### config.mk
export PLATFORM = sky130hd
export DESIGN_NAME = hpcr_bank
export DESIGN_NICKNAME = d
export VERILOG_FILES = /design/src/inc/hpcr_pkg.sv /design/src/logic/hpcr_bank.sv
export SDC_FILE = /design/constraint.sdc
export NUM_CORES = 1
export LEC_CHECK = 0
export BUFFER_PORTS_ARGS = -buffer_cell sky130_fd_sc_hd__buf_2
export CELL_PAD_IN_SITES_DETAIL_PLACEMENT = 0
export CELL_PAD_IN_SITES_GLOBAL_PLACEMENT = 1
export CORE_MARGIN = 2
export CORE_UTILIZATION = 35
export DETAILED_ROUTE_END_ITERATION = 7
export HOLD_SLACK_MARGIN = 0.12
export PLACE_DENSITY_LB_ADDON = 0.1
export SYNTH_ARGS = -nofsm -noshare
export SYNTH_HDL_FRONTEND = slang
export SYNTH_SLANG_ARGS = --single-unit
export TNS_END_PERCENT = 50
### constraint.sdc
create_clock -name clk -period 4.7 [get_ports clk]
set_input_delay 0.235 -clock clk [delete_from_list [all_inputs] [get_ports clk]]
set_output_delay 0.235 -clock clk [all_outputs]
set_load 0.02 [all_outputs]
### src/inc/hpcr_pkg.sv
// Constants and types for the hardware pin configuration register bank.
// Assumes a single 25 MHz clock; register offsets are the byte offsets of the configuration map.
package hpcr_pkg;

  // Clock rate, used to turn times into cycle counts.
  localparam int CLK_MHZ = 25;

  // Register offsets of the bank.
  localparam logic [7:0] OFS_PIN_A  = 8'hA4;
  localparam logic [7:0] OFS_PIN_B  = 8'hA6;
  localparam logic [7:0] OFS_DEVICE = 8'hA8;

  // Reset values of the three registers.
  localparam logic [31:0] RST_PIN_A  = 32'h0000_0000;
  localparam logic [31:0] RST_PIN_B  = 32'h0000_0000;
  localparam logic [31:0] RST_DEVICE = 32'h0000_0000;

  // Writable-bit masks; reserved positions are held at zero.
  localparam logic [31:0] MASK_PIN_A  = 32'hFFFF_FFFE;
  localparam logic [31:0] MASK_PIN_B  = 32'hE80F_E000;
  localparam logic [31:0] MASK_DEVICE = 32'hFFFF_CF78;

  // Field positions in the first pin register.
  localparam int VAR_ADDR_W    = 12;
  localparam int MON_A_LSB     = 19;
  localparam int MON_B_LSB     = 7;
  localparam int BRAKE_LSB     = 5;
  localparam int DIR_LSB       = 3;
  localparam int SPEED_LSB     = 1;

  // Field positions in the second pin register.
  localparam int SHARED_LSB    = 29;
  localparam int PAIR_BIT      = 27;
  localparam int SLEEP_LSB     = 18;
  localparam int WD_EN_BIT     = 17;
  localparam int WD_SRC_BIT    = 16;
  localparam int WD_ACT_BIT    = 15;

  // Brake source encodings.
  localparam logic [1:0] BRAKE_FROM_PIN = 2'h0;
  localparam logic [1:0] BRAKE_FORCE_ON = 2'h1;
  localparam logic [1:0] BRAKE_FORCE_OFF = 2'h2;

  // Direction source encodings; forced clockwise reads as direction level 0.
  localparam logic [1:0] DIR_FROM_PIN   = 2'h0;
  localparam logic [1:0] DIR_FORCE_CW   = 2'h1;
  localparam logic       DIR_CW_LEVEL   = 1'b0;

  // Sleep detection times in microseconds, and their cycle counts.
  localparam int SLEEP_T0_US = 50;
  localparam int SLEEP_T1_US = 200;
  localparam int SLEEP_T2_US = 20000;
  localparam int SLEEP_T3_US = 200000;
  localparam int SLEEP_C0 = SLEEP_T0_US * CLK_MHZ;
  localparam int SLEEP_C1 = SLEEP_T1_US * CLK_MHZ;
  localparam int SLEEP_C2 = SLEEP_T2_US * CLK_MHZ;
  localparam int SLEEP_C3 = SLEEP_T3_US * CLK_MHZ;
  localparam int SLEEP_CNT_W = 23;

  // Decoded configuration handed to the rest of the motor controller.
  typedef struct packed {
    logic [11:0] monitor_a_var_addr;      // Variable shown on the first monitor output.
    logic [11:0] monitor_b_var_addr;      // Variable shown on the second monitor output.
    logic [1:0]  speed_command_source;    // 0 analog, 1 PWM, 2 I2C, 3 frequency.
    logic [1:0]  shared_pin_route;        // 0 monitor_out_b, 1..3 phase sense outputs.
    logic        pin_pair_route;          // 1 puts both monitor outputs on the pin pair.
    logic        watchdog_enable;         // External watchdog on.
    logic        watchdog_service_source; // 0 I2C, 1 GPIO pin.
    logic        watchdog_fault_action;   // 0 report only, 1 latch and float outputs.
  } hpcr_cfg_t;

endpackage : hpcr_pkg

### src/logic/hpcr_bank.sv
// Hardware pin configuration register bank with its decoded controls.
// Assumes one 25 MHz clock, a same-clock register port from the serial front end or
// nonvolatile loader, and raw pins (brake, direction, sleep, watchdog GPIO) from outside.
`timescale 1ns/1ps
module hpcr_bank #(
  parameter int SLEEP_CYC_2 = hpcr_pkg::SLEEP_C2, // Shorten for simulation.
  parameter int SLEEP_CYC_3 = hpcr_pkg::SLEEP_C3  // Shorten for simulation.
) (
  input  wire logic              clk,
  input  wire logic              srst,
  input  wire logic              wr_en,
  input  wire logic              rd_en,
  input  wire logic [7:0]        addr,
  input  wire logic [31:0]       wdata,
  output logic      [31:0]       rdata_q,
  output logic                   rvalid_q,
  input  wire logic              brake_pin,
  input  wire logic              dir_pin,
  input  wire logic              sleep_pin,
  input  wire logic              wd_gpio_pin,
  input  wire logic              wd_i2c_kick,
  input  wire logic              wd_expired,
  input  wire logic              wd_fault_clear,
  output hpcr_pkg::hpcr_cfg_t    cfg_q,
  output logic                   brake_active_q,
  output logic                   dir_level_q,
  output logic                   sleep_req_q,
  output logic                   wd_kick_q,
  output logic                   wd_fault_report_q,
  output logic                   wd_fault_latched_q,
  output logic                   power_hiz_q
);

  // The three stored registers.
  logic [31:0] pin_a_q;  // pin_function_select_a.
  logic [31:0] pin_b_q;  // pin_function_select_b.
  logic [31:0] dev_q;    // device_setup_word; its fields are decoded elsewhere.

  // Two-stage synchronisers for the raw pins; only stage two is read by logic.
  logic [3:0] pin_s1_q;
  logic [3:0] pin_s2_q;
  logic       gpio_prev_q; // Previous synchronised GPIO level for edge detection.

  // Sleep-detect counter.
  logic [hpcr_pkg::SLEEP_CNT_W-1:0] sleep_cnt_q;
  logic [hpcr_pkg::SLEEP_CNT_W-1:0] sleep_lim;

  // Field views.
  logic [1:0] brake_src;
  logic [1:0] dir_src;
  logic [1:0] sleep_sel;
  logic       wd_en;
  logic       wd_src;
  logic       wd_act;

  assign brake_src = pin_a_q[hpcr_pkg::BRAKE_LSB +: 2];
  assign dir_src   = pin_a_q[hpcr_pkg::DIR_LSB +: 2];
  assign sleep_sel = pin_b_q[hpcr_pkg::SLEEP_LSB +: 2];
  assign wd_en     = pin_b_q[hpcr_pkg::WD_EN_BIT];
  assign wd_src    = pin_b_q[hpcr_pkg::WD_SRC_BIT];
  assign wd_act    = pin_b_q[hpcr_pkg::WD_ACT_BIT];

  // Maps the sleep selector to a cycle count; the long settings come from parameters.
  function automatic logic [hpcr_pkg::SLEEP_CNT_W-1:0] sleep_limit(input logic [1:0] sel);
    case (sel)
      2'h0:    sleep_limit = hpcr_pkg::SLEEP_CNT_W'(hpcr_pkg::SLEEP_C0);
      2'h1:    sleep_limit = hpcr_pkg::SLEEP_CNT_W'(hpcr_pkg::SLEEP_C1);
      2'h2:    sleep_limit = hpcr_pkg::SLEEP_CNT_W'(SLEEP_CYC_2);
      default: sleep_limit = hpcr_pkg::SLEEP_CNT_W'(SLEEP_CYC_3);
    endcase
  endfunction : sleep_limit

  assign sleep_lim = sleep_limit(sleep_sel);

  // Register writes. Reserved bits are masked so they stay zero whatever is written.
  // Offsets outside the bank are simply not decoded, so nothing there changes.
  always_ff @(posedge clk) begin
    if (srst) begin
      pin_a_q <= hpcr_pkg::RST_PIN_A;
      pin_b_q <= hpcr_pkg::RST_PIN_B;
      dev_q   <= hpcr_pkg::RST_DEVICE;
    end else if (wr_en) begin
      if (addr == hpcr_pkg::OFS_PIN_A) begin
        pin_a_q <= wdata & hpcr_pkg::MASK_PIN_A;
      end else if (addr == hpcr_pkg::OFS_PIN_B) begin
        pin_b_q <= wdata & hpcr_pkg::MASK_PIN_B;
      end else if (addr == hpcr_pkg::OFS_DEVICE) begin
        dev_q <= wdata & hpcr_pkg::MASK_DEVICE;
      end
    end
  end

  // Register reads; data follows one cycle after the request, unmapped offsets read zero.
  always_ff @(posedge clk) begin
    if (srst) begin
      rdata_q  <= 32'h0000_0000;
      rvalid_q <= 1'b0;
    end else begin
      rvalid_q <= rd_en;
      if (!rd_en) begin
        rdata_q <= 32'h0000_0000;
      end else if (addr == hpcr_pkg::OFS_PIN_A) begin
        rdata_q <= pin_a_q;
      end else if (addr == hpcr_pkg::OFS_PIN_B) begin
        rdata_q <= pin_b_q;
      end else if (addr == hpcr_pkg::OFS_DEVICE) begin
        rdata_q <= dev_q;
      end else begin
        rdata_q <= 32'h0000_0000; // Reserved offsets hold nothing readable.
      end
    end
  end

  // Pin synchronisers: brake, direction, sleep, watchdog GPIO.
  always_ff @(posedge clk) begin
    if (srst) begin
      pin_s1_q    <= 4'h0;
      pin_s2_q    <= 4'h0;
      gpio_prev_q <= 1'b0;
    end else begin
      pin_s1_q    <= {wd_gpio_pin, sleep_pin, dir_pin, brake_pin};
      pin_s2_q    <= pin_s1_q;
      gpio_prev_q <= pin_s2_q[3];
    end
  end

  // Decoded configuration, registered so every output leaves from a flip-flop.
  always_ff @(posedge clk) begin
    if (srst) begin
      cfg_q <= '0;
    end else begin
      cfg_q.monitor_a_var_addr      <= pin_a_q[hpcr_pkg::MON_A_LSB +: hpcr_pkg::VAR_ADDR_W];
      cfg_q.monitor_b_var_addr      <= pin_a_q[hpcr_pkg::MON_B_LSB +: hpcr_pkg::VAR_ADDR_W];
      cfg_q.speed_command_source    <= pin_a_q[hpcr_pkg::SPEED_LSB +: 2];
      cfg_q.shared_pin_route        <= pin_b_q[hpcr_pkg::SHARED_LSB +: 2];
      cfg_q.pin_pair_route          <= pin_b_q[hpcr_pkg::PAIR_BIT];
      cfg_q.watchdog_enable         <= wd_en;
      cfg_q.watchdog_service_source <= wd_src;
      cfg_q.watchdog_fault_action   <= wd_act;
    end
  end

  // Brake and direction selection. Undefined codes fall back to the pin, the safest reading.
  always_ff @(posedge clk) begin
    if (srst) begin
      brake_active_q <= 1'b0;
      dir_level_q    <= hpcr_pkg::DIR_CW_LEVEL;
    end else begin
      if (brake_src == hpcr_pkg::BRAKE_FORCE_ON) begin
        brake_active_q <= 1'b1;
      end else if (brake_src == hpcr_pkg::BRAKE_FORCE_OFF) begin
        brake_active_q <= 1'b0;
      end else begin
        brake_active_q <= pin_s2_q[0];
      end
      if (dir_src == hpcr_pkg::DIR_FORCE_CW) begin
        dir_level_q <= hpcr_pkg::DIR_CW_LEVEL;
      end else begin
        dir_level_q <= pin_s2_q[1];
      end
    end
  end

  // Sleep detection: the input must stay low for the full selected count.
  // A single high sample restarts the count, which filters glitches at the cost of latency.
  always_ff @(posedge clk) begin
    if (srst) begin
      sleep_cnt_q <= '0;
      sleep_req_q <= 1'b0;
    end else if (pin_s2_q[2]) begin
      sleep_cnt_q <= '0;
      sleep_req_q <= 1'b0;
    end else if (sleep_cnt_q >= sleep_lim - 1'b1) begin
      sleep_req_q <= 1'b1;
    end else begin
      sleep_cnt_q <= sleep_cnt_q + 1'b1;
    end
  end

  // Watchdog service routing and timeout handling. A timeout in the same cycle as a
  // clear keeps the latch set, so a fresh fault is never lost.
  always_ff @(posedge clk) begin
    if (srst) begin
      wd_kick_q          <= 1'b0;
      wd_fault_report_q  <= 1'b0;
      wd_fault_latched_q <= 1'b0;
      power_hiz_q        <= 1'b0;
    end else begin
      wd_kick_q         <= wd_en & (wd_src ? (pin_s2_q[3] & ~gpio_prev_q) : wd_i2c_kick);
      wd_fault_report_q <= wd_en & wd_expired;
      if (wd_en && wd_expired && wd_act) begin
        wd_fault_latched_q <= 1'b1;
        power_hiz_q        <= 1'b1;
      end else if (wd_fault_clear) begin
        wd_fault_latched_q <= 1'b0;
        power_hiz_q        <= 1'b0;
      end
    end
  end
endmodule : hpcr_bank

# --- Word-level counts from Yosys, hierarchy flattened ---
# Cells that the tools add are included.
totals:
  inputBits: 51
  elab_cells: 62
  mem_bits_ro: 0
  latch_bits: 0
  regBits: 171
  output_inout_bits: 72
  ram_bits: 0
  n_memories: 0
classes:
  reduce_logical: 11
  div: 0
  bitwise_logic: 7
  n_eq_ne: 8
  shift: 0
  mul: 0
  n_mux: 9
  addsub: 2
  n_lt_le_gt_ge: 1
op_table:
  columns: ["operator", "n"]
  rows:
  - ["32-bit two-way mux", 3]
  - ["23-bit case mux with 3 select lines", 1]
  - ["8-bit == test (second input constant)", 3]
  - ["23-bit by 1-bit adder with 23-bit output (second input constant)", 1]
  - ["23-bit >= comparator", 1]
  - ["23-bit by 1-bit subtractor with 23-bit output (second input constant)", 1]
  - ["2-bit by 1-bit == test with 1-bit output (second input constant)", 3]
  - ["2-bit OR reduction", 3]
  - ["1-bit two-way mux", 5]
  - ["2-bit == test (second input constant)", 2]
  - ["1-bit NOT", 4]
  - ["4-bit AND reduction", 1]
  - ["4-bit OR reduction", 1]
  - ["1-bit bitwise AND", 3]
  - ["3-bit AND reduction", 1]
  - ["1-bit logical AND", 2]
  - ["2-bit logical NOT", 1]
  - ["2-bit AND reduction", 1]
  - ["2-bit nonzero test", 1]

# --- Depth between registers and ports, before layout ---
# Gate-level depths: netlist of run 1.
depth:
  ltp_word: 4
  ltp_mapped: 14
  mapped_depth_nobuf: 13

# --- Worst setup path after synthesis of run 1 ---
# No wires, ideal clock.
synth_path:
  path_kind: "register to register"
  start: "reg pin_b_q[18]"
  end: "reg sleep_cnt_q[16] (netlist name)"
  t_arrival_ns: 2.762
  slack_ns: 1.868
  period_less_slack_ns: 2.832
  stages_incl_launch_ff: 13
  path_buffers: 1
  path_cell_list: "dfxtp_1 > inv_1 > ha_1 > inv_1 > or3_1 > ha_1 > o21ai_0 > o2111ai_1 > a2111oi_1 > nand4_1 > buf_2 > or3_1 > a21oi_1"
synth_between:
  elab_chain_len: 4
  word_cells_on_any_way: 6
synth_rtl:
  columns: ["item", "line", "rtl"]
  rows:
  - ["start, declared", "hpcr_bank.sv:36", "logic [31:0] pin_b_q;"]
  - ["start signal, assigned", "hpcr_bank.sv:80", "pin_b_q <= hpcr_pkg::RST_PIN_B;"]
  - ["start signal, assigned", "hpcr_bank.sv:86", "pin_b_q <= wdata & hpcr_pkg::MASK_PIN_B;"]
  - ["2-bit == test (tied with other cells)", "hpcr_bank.sv:65", "case (sel)"]
  - ["23-bit case mux with 3 select lines *", "hpcr_bank.sv:65", null]
  - ["23-bit by 1-bit subtractor with 23-bit output *", "hpcr_bank.sv:173", "end else if (sleep_cnt_q >= sleep_lim - 1'b1) begin"]
  - ["23-bit >= comparator *", "hpcr_bank.sv:173", null]
  - ["end signal, assigned", "hpcr_bank.sv:176", "sleep_cnt_q <= sleep_cnt_q + 1'b1;"]
  - ["end, declared", "hpcr_bank.sv:45", "logic [hpcr_pkg::SLEEP_CNT_W-1:0] sleep_cnt_q;"]
# Every way passes the cells marked *; elsewhere a longest branch is shown, timed or not.
# A chain may end at the register's enable or synchronous reset.

# --- Worst setup path in the final report of run 1 ---
layout_path:
  start: "reg pin_b_q[19]"
  end: "reg sleep_cnt_q[8] (netlist name)"
# The elaborated chain is that of the path after synthesis.

==> results of run 1 <==
## logic make-up (layout without fill, tap and decap cells)
family,Yosys count,after routing,synth area share [%]
XOR/XNOR,3,3,0.404
buffers and inverters,56,207,3.44
flip-flops,170,170,52.3
other,2,3,0.115
AND/OR/NAND/NOR,290,290,21.3
multiplexers,12,12,2.06
AO/OA/AOI/OAI,161,161,14.6
adder cells (fa/ha/maj),30,30,5.77
## cell type report
| type | count | share of cell area (%) |
|---|---|---|
| multi-input cells | 498 | 35.1 |
| clock buffers | 19 | 5.40 |
| repair buffers | 163 | 12.4 |
| well taps | 229 | 3.49 |
| flip-flops and latches | 170 | 41.5 |
| diodes | 1 | 0.0305 |
| clock inverters | 12 | 1.42 |
| inverters | 13 | 0.595 |
## sequential cells by signal, summed over array words and instances, names as in the netlist, 4 cells and up
signal and count:
cfg_q 32, pin_a_q 31, rdata_q 31, dev_q 26, sleep_cnt_q 23, pin_b_q 11, pin_s1_q 4, pin_s2_q 4
## placed cells by master, fill, tap and decap left out, types with 10 or more instances in the layout
cell type | netlist | final
dfxtp_1 | 170 | 170
nand2_1 | 153 | 153
buf_2 | 5 | 119
a21oi_1 | 96 | 96
nor2b_1 | 43 | 43
dlygate4sd3_1 | 0 | 37
ha_1 | 30 | 30
nor2_1 | 23 | 23
o21ai_0 | 22 | 22
or3_1 | 19 | 19
a22o_1 | 17 | 17
clkbuf_16 | 0 | 17
inv_1 | 13 | 13
mux2_2 | 11 | 11
a22oi_1 | 10 | 10
nand4_1 | 10 | 10
## synth_stat cells (2+ instances only)
| master | n | share of area (%) |
|---|---|---|
| mux2_2 | 11 | 1.9 |
| o21ai_0 | 22 | 1.7 |
| nor2b_1 | 43 | 4.1 |
| a21oi_1 | 96 | 7.4 |
| nor4_1 | 2 | 0.19 |
| ha_1 | 30 | 5.8 |
| clkbuf_1 | 36 | 2.1 |
| a22oi_1 | 10 | 1.2 |
| buf_4 | 2 | 0.23 |
| or4_1 | 2 | 0.23 |
| and3_1 | 9 | 0.87 |
| xnor2_1 | 2 | 0.27 |
| nor3b_1 | 2 | 0.23 |
| and2_1 | 7 | 0.67 |
| conb_1 | 2 | 0.12 |
| or3_1 | 19 | 1.8 |
| nor2_1 | 23 | 1.3 |
| dfxtp_1 | 170 | 52 |
| nand2_1 | 153 | 8.8 |
| nand3_1 | 9 | 0.69 |
| nor3_1 | 2 | 0.15 |
| a22o_1 | 17 | 2.3 |
| nand4_1 | 10 | 0.96 |
| o31ai_1 | 2 | 0.23 |
| inv_1 | 13 | 0.75 |
| buf_2 | 5 | 0.38 |
| or2_2 | 2 | 0.19 |
## power groups by stage
| stage | Combinational [mW] | Sequential, mW | Clock (mW) |
|---|---|---|---|
| global placement | 0.0770 | 1.48 | 0 |
| floorplan | 0.0394 | 1.48 | 0 |
| detailed placement | 0.0784 | 1.48 | 0 |
| global route | 0.113 | 1.45 | 1.44 |
| finish | 0.102 | 1.45 | 1.34 |
| CTS | 0.103 | 1.45 | 1.38 |
## final timing paths
kind | start | to
worst max register to register | pin_b_q[19]$_SDFFE_PP0P_ | sleep_cnt_q[8]$_SDFFE_PP0N_
worst max-delay path | pin_b_q[19]$_SDFFE_PP0P_ | sleep_cnt_q[8]$_SDFFE_PP0N_
worst min-delay path | srst | cfg_q[3]$_SDFF_PP0_
worst min register to register | pin_s1_q[0]$_SDFF_PP0_ | pin_s2_q[0]$_SDFF_PP0_
## what timing repair did
item / CTS / global route
setup buffers: 0 / 0
hold buffers: 37 / 0
setup endpoints to repair: 0 / 0
endpoints found under the hold margin: 74 / 0
## routing by layer
metal	GRT usage (%)	routed length (um)	up-vias
met2	26.0	7390	149
met4	5.00	204	0
met3	4.68	849	19
met5	0	0	-
met1	23.3	7950	2472
li1	-	-	2746
## metrics by stage
step / utilization (%) / cell area (um^2) / power [mW] / std cells / setup slack, ns
2_1_floorplan: - / 6500 / 1.52 / 724 / 1.87
3_3_place_gp: 40.2 / 7270 / 1.56 / 1036 / 1.20
3_5_place_dp: 40.2 / 7270 / 1.56 / 1036 / 1.13
4_1_cts: 45.3 / 8200 / 2.93 / 1104 / 1.07
5_1_grt: 45.3 / 8200 / 3.01 / 1104 / 0.721
6_report: 45.3 / 8200 / 2.89 / 1105 / 1.06
==> impl_results.md, run 1 <==
- Detail Placement HPWL: between 10000 and 15000 um
- GPL Wtd Cong: 0.825
- # rows: around 50
- Vias in the first global route: about 5000
- Kind of critical path: flop to flop
- RSZ-0062 raised after global routing: false
- Max Fanout on Critical Path: 17
- Stages on the worst setup path: 12
- Buffers & Inverters on Critical Path: 1
- Area occupied by multi-input gates: around 2900 um^2
- Async SR Flop Fraction: 0%
- Via count: 5386
- Die area: 19700 um^2
- Comb pwr share: around 3.5%
- CTS Sinks: 170
- Max-cap viol count: 0
- Outcome: finished clean
- Post-Syn Area: around 6500 um^2
- Root Driver: clkbuf_16
- Final setup fails: 0
- Power per cell area: roughly 350 nW/um^2
- FF-to-FF setup slack: 1.06 ns
- Worst-Skew Late Latency: 0.43 ns
- DIE HEIGHT: roughly 140 um
- Deepest clock path buffer count: 2
- Num ports: 123
- Setup TNS: 0 ns
- Synth warnings: 0
- Psw: ~650 uW
- Area grow syn2layout: 26.1%
- Tcrit/Tclk final: 77.4%
- DIE WIDTH: ~140 um
- Hold depth: 2
- Reg2reg path depth: 12
- Startpoint types: flop
- CTS resizes: 0
- Core area: between 15000 and 20000 um^2
- Hold_ws: 0.245 ns
- Remaining DRCs: 0
- Critical path arrival: roughly 4 ns
- Sequential Power Share: roughly half
- Initial DRT Pass Iterations: 4
- Ys flop type: dfxtp_1
- Synthesis-stage register bit count: 170
- DR iter-0 viols: about 280
- Max Clk Rate: ~0.27 GHz
- First-pass GRT wire length: between 20000 and 30000 um
- Routed Antenna Nets: 0
- Number of buffers created by CTS: 17
- Post-synthesis cell count: roughly 720
- Layout cells sized above 1: around a fifth
- # nets final: around 940
- Synthesized Nets: 805
- CP required: ~5.1 ns
- Gr ovfl total: 0
- Initial antenna violation count: 1
- Crit-path cells: inv_1 -> ha_1 -> nor3_1 -> xnor2_1 -> nor2_1 -> ha_1 -> nand4_1 -> nor2_1 -> a31oi_1 -> nand4_1 -> or4_1 -> a21oi_1
- Slew at the pin closest to its max-slew limit: 1.07 ns
- Tot GR Track Use: roughly 17%
- Peak VDD IR: about 0.27 mV
- Clock power frac: between 40% and 50%
- Initial Util: 36.0%
- Slowest stage cell on the critical path: or4_1
- Clock Pin Slew Worst Setup and Hold Paths: approximately 0.07 ns
- Number of library cell types mapped by synthesis: 50
- Fill count: about 1800
- Port buffer count: 120
- Endpoints failing hold: 0
- CP peak stage delay: ~0.60 ns
- Worst Hold Class: input port to flop
- Synth Area per Inst: between 8 and 9 um^2
- Crit. End Element: flop
- Family with the most delay on the worst path: simple AND/OR/NAND/NOR gates
- Register area: ~3400 um^2
- Largest net degree at the start of global routing: 71
- Post-synth EDFFs: 0
- Pins over their slew limit: 0
- Post-synthesis sequential area ratio: 52.3%
- WL final: around 16000 um
- Rel. slew slack: 28.5%
- Internal Power: approximately 2.2 mW
- Vias per cell: slightly below 5
- Routed WL per cell: roughly 15 um
- Leak pwr: around 3.3 nW
- Net Sw Frac: between 20 and 25%
- CTS tree: built
- Clk_skew: between 0.008 and 0.009 ns
- Period minus WS final: around 3.6 ns
- H-tree level count: 4
(Power assumes the default switching activity.)
==> run 2, diff against run 1 <==
Clock period 4.7 ns to 3.7 ns, I/O delays scaled along.
==> impl_results.md, run 2 (synthesis gave the netlist of run 1 again) <==
- Outcome: finished clean
- Area grow syn2layout: 27.5%
- Root Driver: clkbuf_16
- Setup TNS: 0 ns
- Commonest non-fill, non-tap cells in the layout: dfxtp_1, nand2_1, buf_2, a21oi_1, nor2b_1
- Rel. slew slack: between 20% and 30%
- # rows: 49
- Die area: 19700 um^2
- Period minus WS final: approximately 3.3 ns
- RSZ-0062 raised after global routing: false
- Kind of critical path: flop to flop
- Vias per cell: just under 5
- Worst Hold Class: input port to flop
- Tcrit/Tclk final: roughly 90%
- Largest net degree at the start of global routing: between 70 and 80
- Critical path arrival: 3.68 ns
- Largest register FFs: 32
- Initial Util: roughly 36%
- Power per cell area: 464 nW/um^2
- Commonest non-fill, non-tap cell in the layout: dfxtp_1
- Vias in the first global route: just over 5000
- Clock Pin Slew Worst Setup and Hold Paths: 0.07 ns
- Core area: 18100 um^2
- Fill count: roughly 1700
- Tot GR Track Use: 16.6%
- DIE HEIGHT: between 100 and 150 um
- Fin util: 45.9%
- Peak VDD IR: roughly 0.32 mV
- Startpoint types: flop
- DIE WIDTH: 140 um
- Leak pwr: 3.37 nW
- Port buffer count: 120
- Num ports: 123
- CTS Sinks: 170
- Max Fanout on Critical Path: 12
- CTS tree: built
- Final setup fails: 0
- Deepest clock path buffer count: 2
- H-tree level count: 4
- CTS resizes: 0
- CP required: ~4.0 ns
- Initial DRT Pass Iterations: 4
- Layout cells sized above 1: between 20% and 30%
- Gr ovfl total: 0
- Number of buffers created by CTS: 17
- Endpoints failing hold: 0
- Max-cap viol count: 0
- Detail Placement HPWL: ~11000 um
- First-pass GRT wire length: about 26000 um
- DR iter-0 viols: between 200 and 250
- Worst-Skew Late Latency: 0.42 ns
- GPL Wtd Cong: 0.871
- Crit. End Element: flop
- Pins over their slew limit: 0
- # nets final: 948
- Initial antenna violation count: 1
- Biggest regs: cfg_q x32, pin_a_q x31, rdata_q x31
- WL final: 16500 um
- Slew at the pin closest to its max-slew limit: 1.06 ns
- Via count: between 5000 and 6000
- Remaining DRCs: 0
- Routed Antenna Nets: 0
- Max Clk Rate: roughly 0.30 GHz
- Routed WL per cell: 14.9 um
- Biggest register: cfg_q
- Clk_skew: about 0.009 ns
-- run 2: cell count changes in the layout (fill, tap and decap cells not counted) --
cell,delta
buf_4,+4
clkinv_4,+1
clkbuf_1,-1
clkinv_2,-2
bufinv_16,+2
clkinvlp_4,-1
inv_8,+3
inv_6,-2
-- run 2: worst paths after layout --
kind                            cells after the start                           end                      from  slack, ns
worst max register to register                     13  sleep_cnt_q[19]$_SDFFE_PP0N_  pin_b_q[19]$_SDFFE_PP0P_       0.36
worst max-delay path                               13  sleep_cnt_q[19]$_SDFFE_PP0N_  pin_b_q[19]$_SDFFE_PP0P_       0.36
worst min register to register                      1        pin_s2_q[0]$_SDFF_PP0_    pin_s1_q[0]$_SDFF_PP0_       0.44
worst min-delay path                                2           cfg_q[3]$_SDFF_PP0_                      srst       0.21
-- run 2: report_power, final --
group | internal, mW | switching, mW
clock network | 1.10 | 0.772
logic | 0.0621 | 0.0675
registers | 1.84 | 0.00678
-- run 2: layer usage --
metal  up-vias  GRT usage, %  wire (um)
met5         -             0          0
met4         0          5.21        312
met3        24          4.55        880
met2       133          24.8       7080
met1      2503          23.4       8230
li1       2753             -          -
-- run 2: metrics by stage --
| step | hold slack (ns) | cell area [um^2] | cells | power, mW | setup WS (ns) |
|---|---|---|---|---|---|
| 6_report | 0.212 | 8290 | 1109 | 3.85 | 0.357 |
| 5_1_grt | 0.214 | 8290 | 1108 | 3.99 | 0.111 |
| 4_1_cts | 0.202 | 8280 | 1107 | 3.89 | 0.179 |
| 3_5_place_dp | 0.397 | 7290 | 1039 | 1.99 | 0.196 |
| 3_3_place_gp | 0.395 | 7290 | 1039 | 1.98 | 0.385 |
| 2_1_floorplan | 0.271 | 6500 | 724 | 1.94 | 0.868 |
-- run 2: layout make-up --
cell class / count / area, um^2 / share of cell area (%)
multi-input combinational: 498 / 2880 / 34.7
clock buffer: 18 / 439 / 5.29
sequential: 170 / 3400 / 41.0
tap: 229 / 287 / 3.45
antenna: 1 / 2.50 / 0.0302
timing repair buffer: 167 / 1050 / 12.6
clock inverter: 13 / 184 / 2.22
inverter: 13 / 48.8 / 0.588
-- run 2: what timing repair did --
item,in CTS,in global routing
setup buffers,0,1
hold buffers,37,0
hold endpoints to repair,74,0
endpoints found under the setup margin,0,6
-- run 2: worst max-delay path: stages, from the launching register on --
cell,delay (ns)
dfxtp_1,0.45
inv_1,0.21
ha_1,0.29
nor3_1,0.25
xnor2_1,0.15
nor2_1,0.06
ha_1,0.29
nand2_1,0.06
o21ai_0,0.13
a2111oi_0,0.51
nand4_1,0.16
buf_4,0.21
or3_1,0.35
a21oi_1,0.16
